--- config.mk ---
export PLATFORM = sky130hd
export DESIGN_NAME = dac_audio_config
export DESIGN_NICKNAME = d
export VERILOG_FILES = /design/src/verilog/dac_pkg.sv /design/src/verilog/dac_audio_config.sv
export SDC_FILE = /design/constraint.sdc
export NUM_CORES = 1
export LEC_CHECK = 0
export BUFFER_PORTS_ARGS = -buffer_cell sky130_fd_sc_hd__buf_4
export CORE_MARGIN = 2
export CORE_UTILIZATION = 40
export CTS_CLUSTER_DIAMETER = 50
export CTS_CLUSTER_SIZE = 25
export DETAILED_ROUTE_END_ITERATION = 16
export PLACE_DENSITY = 0.58
export SLEW_MARGIN = 25
export SYNTH_ARGS = -nofsm -noshare
export SYNTH_HDL_FRONTEND = slang
export SYNTH_SLANG_ARGS = --single-unit
export TNS_END_PERCENT = 10
--- constraint.sdc ---
create_clock -name clk -period 22.9 [get_ports clk]
set_input_delay 1.145 -clock clk [delete_from_list [all_inputs] [get_ports clk]]
set_output_delay 1.145 -clock clk [all_outputs]
set_load 0.02 [all_outputs]
--- src/verilog/dac_pkg.sv ---
// package: register map, fields and reset values of the audio config bank
package dac_pkg;
	localparam int ADDR_W = 8;
	localparam int SMP_W = 16;
	localparam int NPORT = 3;
	localparam int DLY_DEPTH = 16;
	localparam logic [7:0] OFF_CFG = 8'h00;
	localparam logic [7:0] OFF_CTS = 8'h04;
	localparam logic [7:0] OFF_MISC = 8'h08;
	localparam logic [7:0] OFF_PORT = 8'h0c;
	// output config fields
	localparam int CFG_NSEL = 29;
	localparam int CFG_NOVR = 28;
	localparam int CFG_NHI_MSB = 27;
	localparam int CFG_NHI_LSB = 20;
	localparam int CFG_RATE_MSB = 19;
	localparam int CFG_RATE_LSB = 16;
	localparam int CFG_NLO_MSB = 15;
	localparam int CFG_NLO_LSB = 4;
	localparam int CFG_REGEN_OFF = 3;
	localparam logic [19:0] HDMI_N_RST = 20'h07fa6;
	localparam logic [19:0] DP_N_RST = 20'h08000;
	localparam logic [3:0] RATE_MAX = 4'h9;
	// cts / m fields
	localparam int CTS_SEL = 21;
	localparam int CTS_PEN = 20;
	// misc fields
	localparam logic [31:0] MISC_RST = 32'h00000044;
	localparam int MISC_FILL = 2;
	localparam int MISC_PRO = 1;
	localparam int MISC_DLY_LSB = 4;
	localparam int MISC_DLY_MSB = 7;
	// port state: valid at 4p, presence at 4p+2, blank count 23:16
	localparam int PORT_STRIDE = 4;
	localparam int PORT_PD = 2;
	localparam int VB_LSB = 16;
	localparam int VB_MSB = 23;

	typedef struct packed {
		logic nSel;
		logic nOverride;
		logic [3:0] pixelRate;
		logic regenOff;
	} dac_cfg_t;

	typedef struct packed {
		logic valid;
		logic [SMP_W-1:0] data;
	} dac_smp_t;

	typedef struct packed {
		logic active;
		logic isDp;
		logic [3:0] pixelRate;
		logic [19:0] nValue;
		logic [19:0] ctsM;
	} dac_regen_t;
endpackage
--- src/verilog/dac_audio_config.sv ---
// audio configuration register bank with sample delay and regen control
`timescale 1ns/1ps
`default_nettype none
module dac_audio_config import dac_pkg::*; (
	// clock and reset
	input wire logic clk,
	input wire logic rst,
	// register port
	input wire logic [ADDR_W-1:0] addr,
	input wire logic [31:0] wrData,
	input wire logic wrEn,
	input wire logic rdEn,
	output logic [31:0] rdData,
	// display side
	input wire logic [NPORT-1:0] audioOutEnable,
	input wire logic vblank,
	input wire logic portIsDp,
	input wire logic [19:0] dpNCurrent,
	// audio samples
	input wire logic sampleTick,
	input wire dac_smp_t smpIn,
	input wire logic linkUnderrun,
	output dac_smp_t smpOut,
	// regen and codec event
	output dac_regen_t regenOut,
	output logic unsolResp
);
	function automatic logic hit(input logic [ADDR_W-1:0] a,
		input logic [7:0] off);
		hit = (a == off);
	endfunction

	dac_cfg_t cfg_reg, cfg_next;
	logic [19:0] hdmiN_reg, hdmiN_next, dpN_reg, dpN_next;
	logic ctsSel_reg, ctsSel_next, ctsPen_reg, ctsPen_next;
	logic [19:0] cts_reg, cts_next, m_reg, m_next;
	logic fill_reg, fill_next, pro_reg, pro_next;
	logic [3:0] dly_reg, dly_next;
	logic [NPORT-1:0] valid_reg, valid_next, prevPd_reg, prevPd_next;
	logic [NPORT-1:0] prevValid_reg, prevValid_next;
	logic [7:0] vbCnt_reg, vbCnt_next;
	logic [31:0] rdData_next;
	logic unsol_next;
	dac_regen_t regen_next;
	logic [SMP_W-1:0] pipe_reg [DLY_DEPTH], pipe_next [DLY_DEPTH];
	dac_smp_t smp_next;
	logic [19:0] nShown, ctsShown;
	logic [31:0] cfgWord, ctsWord, miscWord, portWord;
	logic shiftIn;
	logic [SMP_W-1:0] newSmp;

	// readback views
	always_comb begin
		nShown = cfg_reg.nSel ? dpN_reg : hdmiN_reg;
		ctsShown = ctsSel_reg ? m_reg : cts_reg;
		cfgWord = '0;
		cfgWord[CFG_NSEL] = cfg_reg.nSel;
		cfgWord[CFG_NOVR] = cfg_reg.nOverride;
		cfgWord[CFG_NHI_MSB:CFG_NHI_LSB] = nShown[19:12];
		cfgWord[CFG_RATE_MSB:CFG_RATE_LSB] = cfg_reg.pixelRate;
		cfgWord[CFG_NLO_MSB:CFG_NLO_LSB] = nShown[11:0];
		cfgWord[CFG_REGEN_OFF] = cfg_reg.regenOff;
		ctsWord = '0;
		ctsWord[CTS_SEL] = ctsSel_reg;
		ctsWord[CTS_PEN] = ctsPen_reg;
		ctsWord[19:0] = ctsShown;
		miscWord = '0;
		miscWord[MISC_DLY_MSB:MISC_DLY_LSB] = dly_reg;
		miscWord[MISC_FILL] = fill_reg;
		miscWord[MISC_PRO] = pro_reg;
		portWord = '0;
		for (int p = 0; p < NPORT; p++) begin
			portWord[PORT_STRIDE*p] = valid_reg[p];
			portWord[PORT_STRIDE*p+PORT_PD] = audioOutEnable[p];
		end
		portWord[VB_MSB:VB_LSB] = vbCnt_reg;
	end

	// register writes and reads
	always_comb begin
		cfg_next = cfg_reg;
		hdmiN_next = hdmiN_reg;
		dpN_next = dpN_reg;
		ctsSel_next = ctsSel_reg;
		ctsPen_next = ctsPen_reg;
		cts_next = cts_reg;
		m_next = m_reg;
		fill_next = fill_reg;
		pro_next = pro_reg;
		dly_next = dly_reg;
		valid_next = valid_reg;
		rdData_next = '0;
		if (wrEn && hit(addr, OFF_CFG)) begin
			cfg_next.nSel = wrData[CFG_NSEL];
			cfg_next.nOverride = wrData[CFG_NOVR];
			cfg_next.pixelRate = wrData[CFG_RATE_MSB:CFG_RATE_LSB];
			cfg_next.regenOff = wrData[CFG_REGEN_OFF];
			// N lands in the bank chosen by the select in this write
			if (wrData[CFG_NSEL])
				dpN_next = {wrData[CFG_NHI_MSB:CFG_NHI_LSB],
					wrData[CFG_NLO_MSB:CFG_NLO_LSB]};
			else
				hdmiN_next = {wrData[CFG_NHI_MSB:CFG_NHI_LSB],
					wrData[CFG_NLO_MSB:CFG_NLO_LSB]};
		end
		if (wrEn && hit(addr, OFF_CTS)) begin
			ctsSel_next = wrData[CTS_SEL];
			ctsPen_next = wrData[CTS_PEN];
			// gate uses the enable already held, not the one being written
			if (ctsPen_reg) begin
				if (wrData[CTS_SEL])
					m_next = wrData[19:0];
				else
					cts_next = wrData[19:0];
			end
		end
		if (wrEn && hit(addr, OFF_MISC)) begin
			fill_next = wrData[MISC_FILL];
			pro_next = wrData[MISC_PRO];
			dly_next = wrData[MISC_DLY_MSB:MISC_DLY_LSB];
		end
		if (wrEn && hit(addr, OFF_PORT)) begin
			for (int p = 0; p < NPORT; p++)
				valid_next[p] = wrData[PORT_STRIDE*p];
		end
		if (rdEn) begin
			if (hit(addr, OFF_CFG))
				rdData_next = cfgWord;
			else if (hit(addr, OFF_CTS))
				rdData_next = ctsWord;
			else if (hit(addr, OFF_MISC))
				rdData_next = miscWord;
			else if (hit(addr, OFF_PORT))
				rdData_next = portWord;
		end
	end

	// events: unsolicited response and blank counter
	always_comb begin
		prevValid_next = valid_reg;
		prevPd_next = audioOutEnable;
		unsol_next = (valid_reg != prevValid_reg) ||
			(audioOutEnable != prevPd_reg);
		vbCnt_next = vblank ? vbCnt_reg + 8'h01 : vbCnt_reg;
	end

	// clock regeneration outputs
	always_comb begin
		regen_next.isDp = portIsDp;
		// rate code ignored on DP links
		regen_next.pixelRate = portIsDp ? '0 : cfg_reg.pixelRate;
		regen_next.active = !cfg_reg.regenOff && (portIsDp ||
			cfg_reg.pixelRate <= RATE_MAX);
		if (portIsDp)
			regen_next.nValue = cfg_reg.nOverride ? dpN_reg : dpNCurrent;
		else
			regen_next.nValue = hdmiN_reg;
		regen_next.ctsM = portIsDp ? m_reg : cts_reg;
		if (cfg_reg.regenOff) begin
			regen_next.nValue = '0;
			regen_next.ctsM = '0;
		end
	end

	// sample delay line with underrun fill
	always_comb begin
		shiftIn = sampleTick && (smpIn.valid || (linkUnderrun &&
			fill_reg));
		newSmp = smpIn.valid ? smpIn.data : pipe_reg[0];
		for (int i = 0; i < DLY_DEPTH; i++)
			pipe_next[i] = pipe_reg[i];
		smp_next.valid = shiftIn;
		smp_next.data = smpOut.data;
		if (shiftIn) begin
			pipe_next[0] = newSmp;
			for (int i = 1; i < DLY_DEPTH; i++)
				pipe_next[i] = pipe_reg[i-1];
			smp_next.data = (dly_reg == '0) ? newSmp :
				pipe_reg[dly_reg - 4'h1];
		end
	end

	always_ff @(posedge clk or posedge rst) begin
		if (rst) begin
			cfg_reg <= '0;
			hdmiN_reg <= HDMI_N_RST;
			dpN_reg <= DP_N_RST;
			ctsSel_reg <= 1'b0;
			ctsPen_reg <= 1'b0;
			cts_reg <= '0;
			m_reg <= '0;
			fill_reg <= MISC_RST[MISC_FILL];
			pro_reg <= MISC_RST[MISC_PRO];
			dly_reg <= MISC_RST[MISC_DLY_MSB:MISC_DLY_LSB];
			valid_reg <= '0;
			prevValid_reg <= '0;
			prevPd_reg <= '0;
			vbCnt_reg <= '0;
			rdData <= '0;
			unsolResp <= 1'b0;
			regenOut <= '0;
			smpOut <= '0;
			for (int i = 0; i < DLY_DEPTH; i++)
				pipe_reg[i] <= '0;
		end else begin
			cfg_reg <= cfg_next;
			hdmiN_reg <= hdmiN_next;
			dpN_reg <= dpN_next;
			ctsSel_reg <= ctsSel_next;
			ctsPen_reg <= ctsPen_next;
			cts_reg <= cts_next;
			m_reg <= m_next;
			fill_reg <= fill_next;
			pro_reg <= pro_next;
			dly_reg <= dly_next;
			valid_reg <= valid_next;
			prevValid_reg <= prevValid_next;
			prevPd_reg <= prevPd_next;
			vbCnt_reg <= vbCnt_next;
			rdData <= rdData_next;
			unsolResp <= unsol_next;
			regenOut <= regen_next;
			smpOut <= smp_next;
			for (int i = 0; i < DLY_DEPTH; i++)
				pipe_reg[i] <= pipe_next[i];
		end
	end
endmodule
`default_nettype wire

Word-level counts from Yosys, hierarchy flattened
Index checks and enable logic that the tools add are counted.

Logic and storage cells: 88. Register bits after elaboration: 464.

$add $sub $neg: 2. Bitwise operators: 3. $lt $le $gt $ge: 2. Mux-type cells: 17. Reductions and logical operators: 17. Eq/ne operators: 5.

Operators by type and width (count): $mux 20 (5); $mux 24 (3); $bmux 16 s4 (1); $mux 16 (4); $mux 30 (2); $mux 40 (1); $eq 8x4->1 const B (2); $add 8x1->8 const B (1); $eq 8x3->1 const B (1); $logic_not 8->1 (1); $logic_and 1x1->1 (7); $ne 3x3->1 (2); $reduce_and 3->1 (2); $ge 5x5->1 const B (1); $not 4->5 (1); $le 4x4->1 const B (1); $logic_not 4->1 (1); $mux 4 (1); $reduce_and 2->1 (2); $sub 4x1->4 const B (1); $logic_or 1x1->1 (3); $not 1->1 (2); $logic_not 1->1 (1).

Longest topological paths before layout
Word-level depth: 6. Mapped depth: 11. Gate-level depth less buffers: 6.

Least setup slack after synthesis
Ideal clock, no wire load.

Path type: reg2reg. Start: reg dly_reg[0]. End: reg smpOut[8] in the netlist's numbering. Cell stages (with the launch flop): 11. Clock period less this slack: 2.637 ns. Setup time: 0.137 ns. Path slack: 20.263 ns. Path buffers: 4. Arrival: 2.500 ns. Cells stage by stage: dfrtp_1 -> buf_2 -> inv_1 -> buf_4 -> ha_1 -> buf_2 -> buf_2 -> mux2_2 -> mux4_2 -> nand3_1 -> o311ai_2.

Word-level cells in the longest chain between the ends: 6.

Ends and longest elaborated chain: from (decl) (line dac_audio_config.sv:38) `logic [3:0] dly_reg, dly_next;`; from (signal assigned) (line dac_audio_config.sv:194) `dly_reg <= MISC_RST[MISC_DLY_MSB:MISC_DLY_LSB];`; from (signal assigned) (line dac_audio_config.sv:215) `dly_reg <= dly_next;`; $sub 4x1->4 (line dac_audio_config.sv:179) `pipe_reg[dly_reg - 4'h1];`; $not 4->5 (implied by the code) (line dac_audio_config.sv:179); $bmux 16 s4 (line dac_audio_config.sv:179); $mux 16 (implied by the code) (2 in series) (line dac_audio_config.sv:179); $mux 16 (*) (line dac_audio_config.sv:178) `smp_next.data = (dly_reg == '0) ? newSmp :`; to (signal assigned) (line dac_audio_config.sv:223) `smpOut <= smp_next;`; to (decl) (line dac_audio_config.sv:23) `output dac_smp_t smpOut,`.

Mark *: on every way between the ends. The rest lies on a longest branch, timed or not. The select of a mux whose other input is x is not followed. A chain may end at the register's enable or synchronous reset.

Worst setup path in the final report
Start: reg dly_reg[0]. End: reg smpOut[12] in the netlist's numbering.

The elaborated chain is that of the path after synthesis.

==> flow_summary.ini <==
[run_status]
status = finished, final reports clean

[placement]
routabilityCongestion = 0.786
dp_hpwl_mm = 32.6
placed_cells = 2710
post-place-ws_ps = 18260
io_buffers = 179

[logic_synthesis]
yosys.area.top_type = dfrtp_1
synth.area.top_cells = dfrtp_1 (54%), nand2_1 (13%), mux2_2 (12%), mux2i_1 (4.5%), mux4_2 (3.4%)
synth.avg_cell_area_sq_um = 10.7
synth_xor_area_share_pct = 0.723
synth-simple-area-share_pct = 16.8
synth_top_family_by_area = multiplexers
synth_edf_count = 0
synth_cells = 1950
synthFlopType = dfrtp_1
synthAdderAreaFrac_pct = 0.120
synth-seq-cells = 462
synthDominantCellAreaShare_pct = 53.9
syn_area_sq_mm = 0.0208
yosysWarningCount = 0
ys_seq_area_share_pct = 55.7
yosysUniqueCellTypes = 47
synth_compound_area_share_pct = 4.16
muxShareOfSynthArea_pct = 19.5
synth-async-reset-ratio_pct = 100

[grt]
grt_pass1_wl_mm = 81.8
antenna_found_initial = 4
gr-total-overflow = 0
grt_max_degree = 204
grt_pass1_vias = 14200
grt.total_usage_pct = 19.4

[setup_path]
worstPathRequired_ps = 23350
r2r_start = dly_reg[0]
crit_fanout = 46
r2r_slack_ps = 19330
worstPathArrival_ps = 4020
reg2regPathDepth = 7
cp-end-kind = register
critPathKind = reg -> reg
startpoint_type = register
r2r_end = smpOut[12]

[cts]
post_cts_buffers = 0
cts_buffer_depth = 3
clock_latency_ps = 590
postCtsHoldBufs = 0
clkSinkCount = 462
htreeDepth = 2
ctsResizeCount = 0
tritoncts.num_buffers = 44
clockRootBuffer = clkbuf_16
clk_pin_slew_worst_paths_ps = 70
cts_tree = built

[sta]
drv_slew = 0
max_freq_ghz = 0.280
fin_ws_ps = 19330
fin_worst_skew_ps = 25.4
slew_headroom_pct = 33.4
fin_tns_setup_ps = 0
period_needed_ps = 3570
whs_ps = 444
rsz0062_at_grt = no
hold_violations = 0
setup_violations = 0
worst_slew_pin_slew_ps = 999
period_share_pct = 15.6

[route]
wire_per_inst_microns = 18.5
drc = 0
totalWireLength_mm = 51.7
via_count = 14300
ant_nets = 0
dr.pass1.iters = 5
initialDrtViolationCount = 1123
vias_per_cell = 5.13

[pwr]
vdd_drop_max_mv = 0.0492
combinationalPowerShare_pct = 14.7
sw_frac_of_total_pct = 28.6
clkPwrFrac_pct = 38.0
power.leakage_uw = 0.0125
internal-power_uw = 1530
p_sw_uw = 610
power_density_mw_per_mm2 = 88.0
seqPwrFrac_pct = 47.3

[hold_path]
whs_endpoint = prevValid_reg[0]
hold_path_depth = 0
hold_path.class = reg -> reg
min_from = prevValid_next[0]

[cells_and_area]
fill_cells = 4782
finalNetCount = 2166
drive_gt1_share_pct = 27.0
area_growth_pct = 16.9
largest_register_ffs = 256
final-instance-count-excl-fill = 2793

[floorplan]
floorplan.initialDensity_pct = 40.5
die_w_microns = 232
num_rows = 83
die-area_sq_mm = 0.0538
io_pins = 184
core_sq_mm = 0.0513
chipHeight_microns = 232

[flow_run]
cap_violations = 0
[cell type report]
class | instances | area [sq um] | area share (%)
multi-input combinational | 1356 | 8620 | 35.5
sequential | 462 | 11600 | 47.7
inverter | 9 | 46.3 | 0.191
tap | 680 | 851 | 3.50
clock inverter | 34 | 455 | 1.88
timing repair buffer | 203 | 1560 | 6.42
antenna | 1 | 2.50 | 0.0103
clock buffer | 48 | 1170 | 4.81
[worst max-delay path, cell delays in order, from the launching register on]
cell      delay [ps]
dfrtp_1          380
inv_1             60
buf_4            430
ha_4             560
buf_4            630
nand2_1          760
o22ai_1          450
o311ai_2         100
[how the worst max path moves through the flow]
stage / start / to / slack, ps / cells after the start
2_1_floorplan: rst / cfgWord[16] / 8900 / 1
4_1_cts: rst / rdData[0] / 18880 / 5
5_1_grt: rst / prevPd_reg[0] / 19110 / 5
3_3_place_gp: rst / regenOut[0] / 18340 / 5
6_report: dly_reg[0] / smpOut[12] / 19330 / 7
3_5_place_dp: rst / regenOut[1] / 18260 / 5
[cells in the mapped netlist (all sizes together) (5+ instances only)]
cell type  number
nor2           81
mux2          213
a22oi           7
buf            54
nand2         741
nor4           18
xor2            8
dfstp          14
inv             9
a21oi          26
nand4           5
xnor2           7
a211oi         23
clkbuf         70
nand3          24
o21ai          10
nor2b           6
o311ai         16
o22ai          23
dfrtp         448
mux4           32
mux2i          93
[per-layer routing]
metal | vias to the layer above | GRT usage [%] | wire length [microns]
li1 | 6766 | - | -
met1 | 7167 | 28.0 | 24200
met2 | 313 | 30.5 | 23900
met3 | 66 | 3.49 | 2760
met4 | 6 | 4.51 | 902
met5 | - | 0 | 27
[metrics by stage]
stage,power (uW),instance area (sq um),util (%)
global placement,1330,22600,44.1
floorplan,1240,20800,-
CTS,2160,24300,47.3
detailed placement,1340,22700,44.2
finish,2140,24300,47.3
global route,2250,24300,47.3
[cells in the final DEF (no fill, tap or decap), drive strengths merged, types with 2 or more instances in the layout]
cell / count
nor3: 2
conb: 2
a22o: 2
o21ai: 10
clkinv: 7
a22oi: 7
dfstp: 14
mux2: 213
clkinvlp: 4
nor2: 81
a31oi: 2
nor2b: 6
mux4: 32
dfrtp: 448
clkbuf: 48
nor4: 18
nand2b: 2
a211oi: 23
bufinv: 6
mux2i: 93
o311ai: 16
nand2: 741
xnor2: 7
ha: 2
xor2: 8
inv: 26
nand4: 5
buf: 203
a21oi: 26
o22ai: 23
nand3: 24
and3: 2
[logic make-up after synthesis]
kind of cell | count (synthesis)
and+or+nand+nor | 887
DFF | 462
muxes | 338
buffers and inverters | 133
AOI/OAI and AO/OA | 112
xor gates and xnor gates | 15
adders and majority gates | 2
other | 1
[power groups by stage]
stage / logic, uW / registers [uW] / clock network [uW]
6_report: 314 / 1010 / 813
2_1_floorplan: 227 / 1010 / 0
3_3_place_gp: 310 / 1020 / 0
3_5_place_dp: 318 / 1020 / 0
4_1_cts: 319 / 1010 / 835
5_1_grt: 353 / 1030 / 869
No activity file was read; power rests on OpenSTA's default activity.
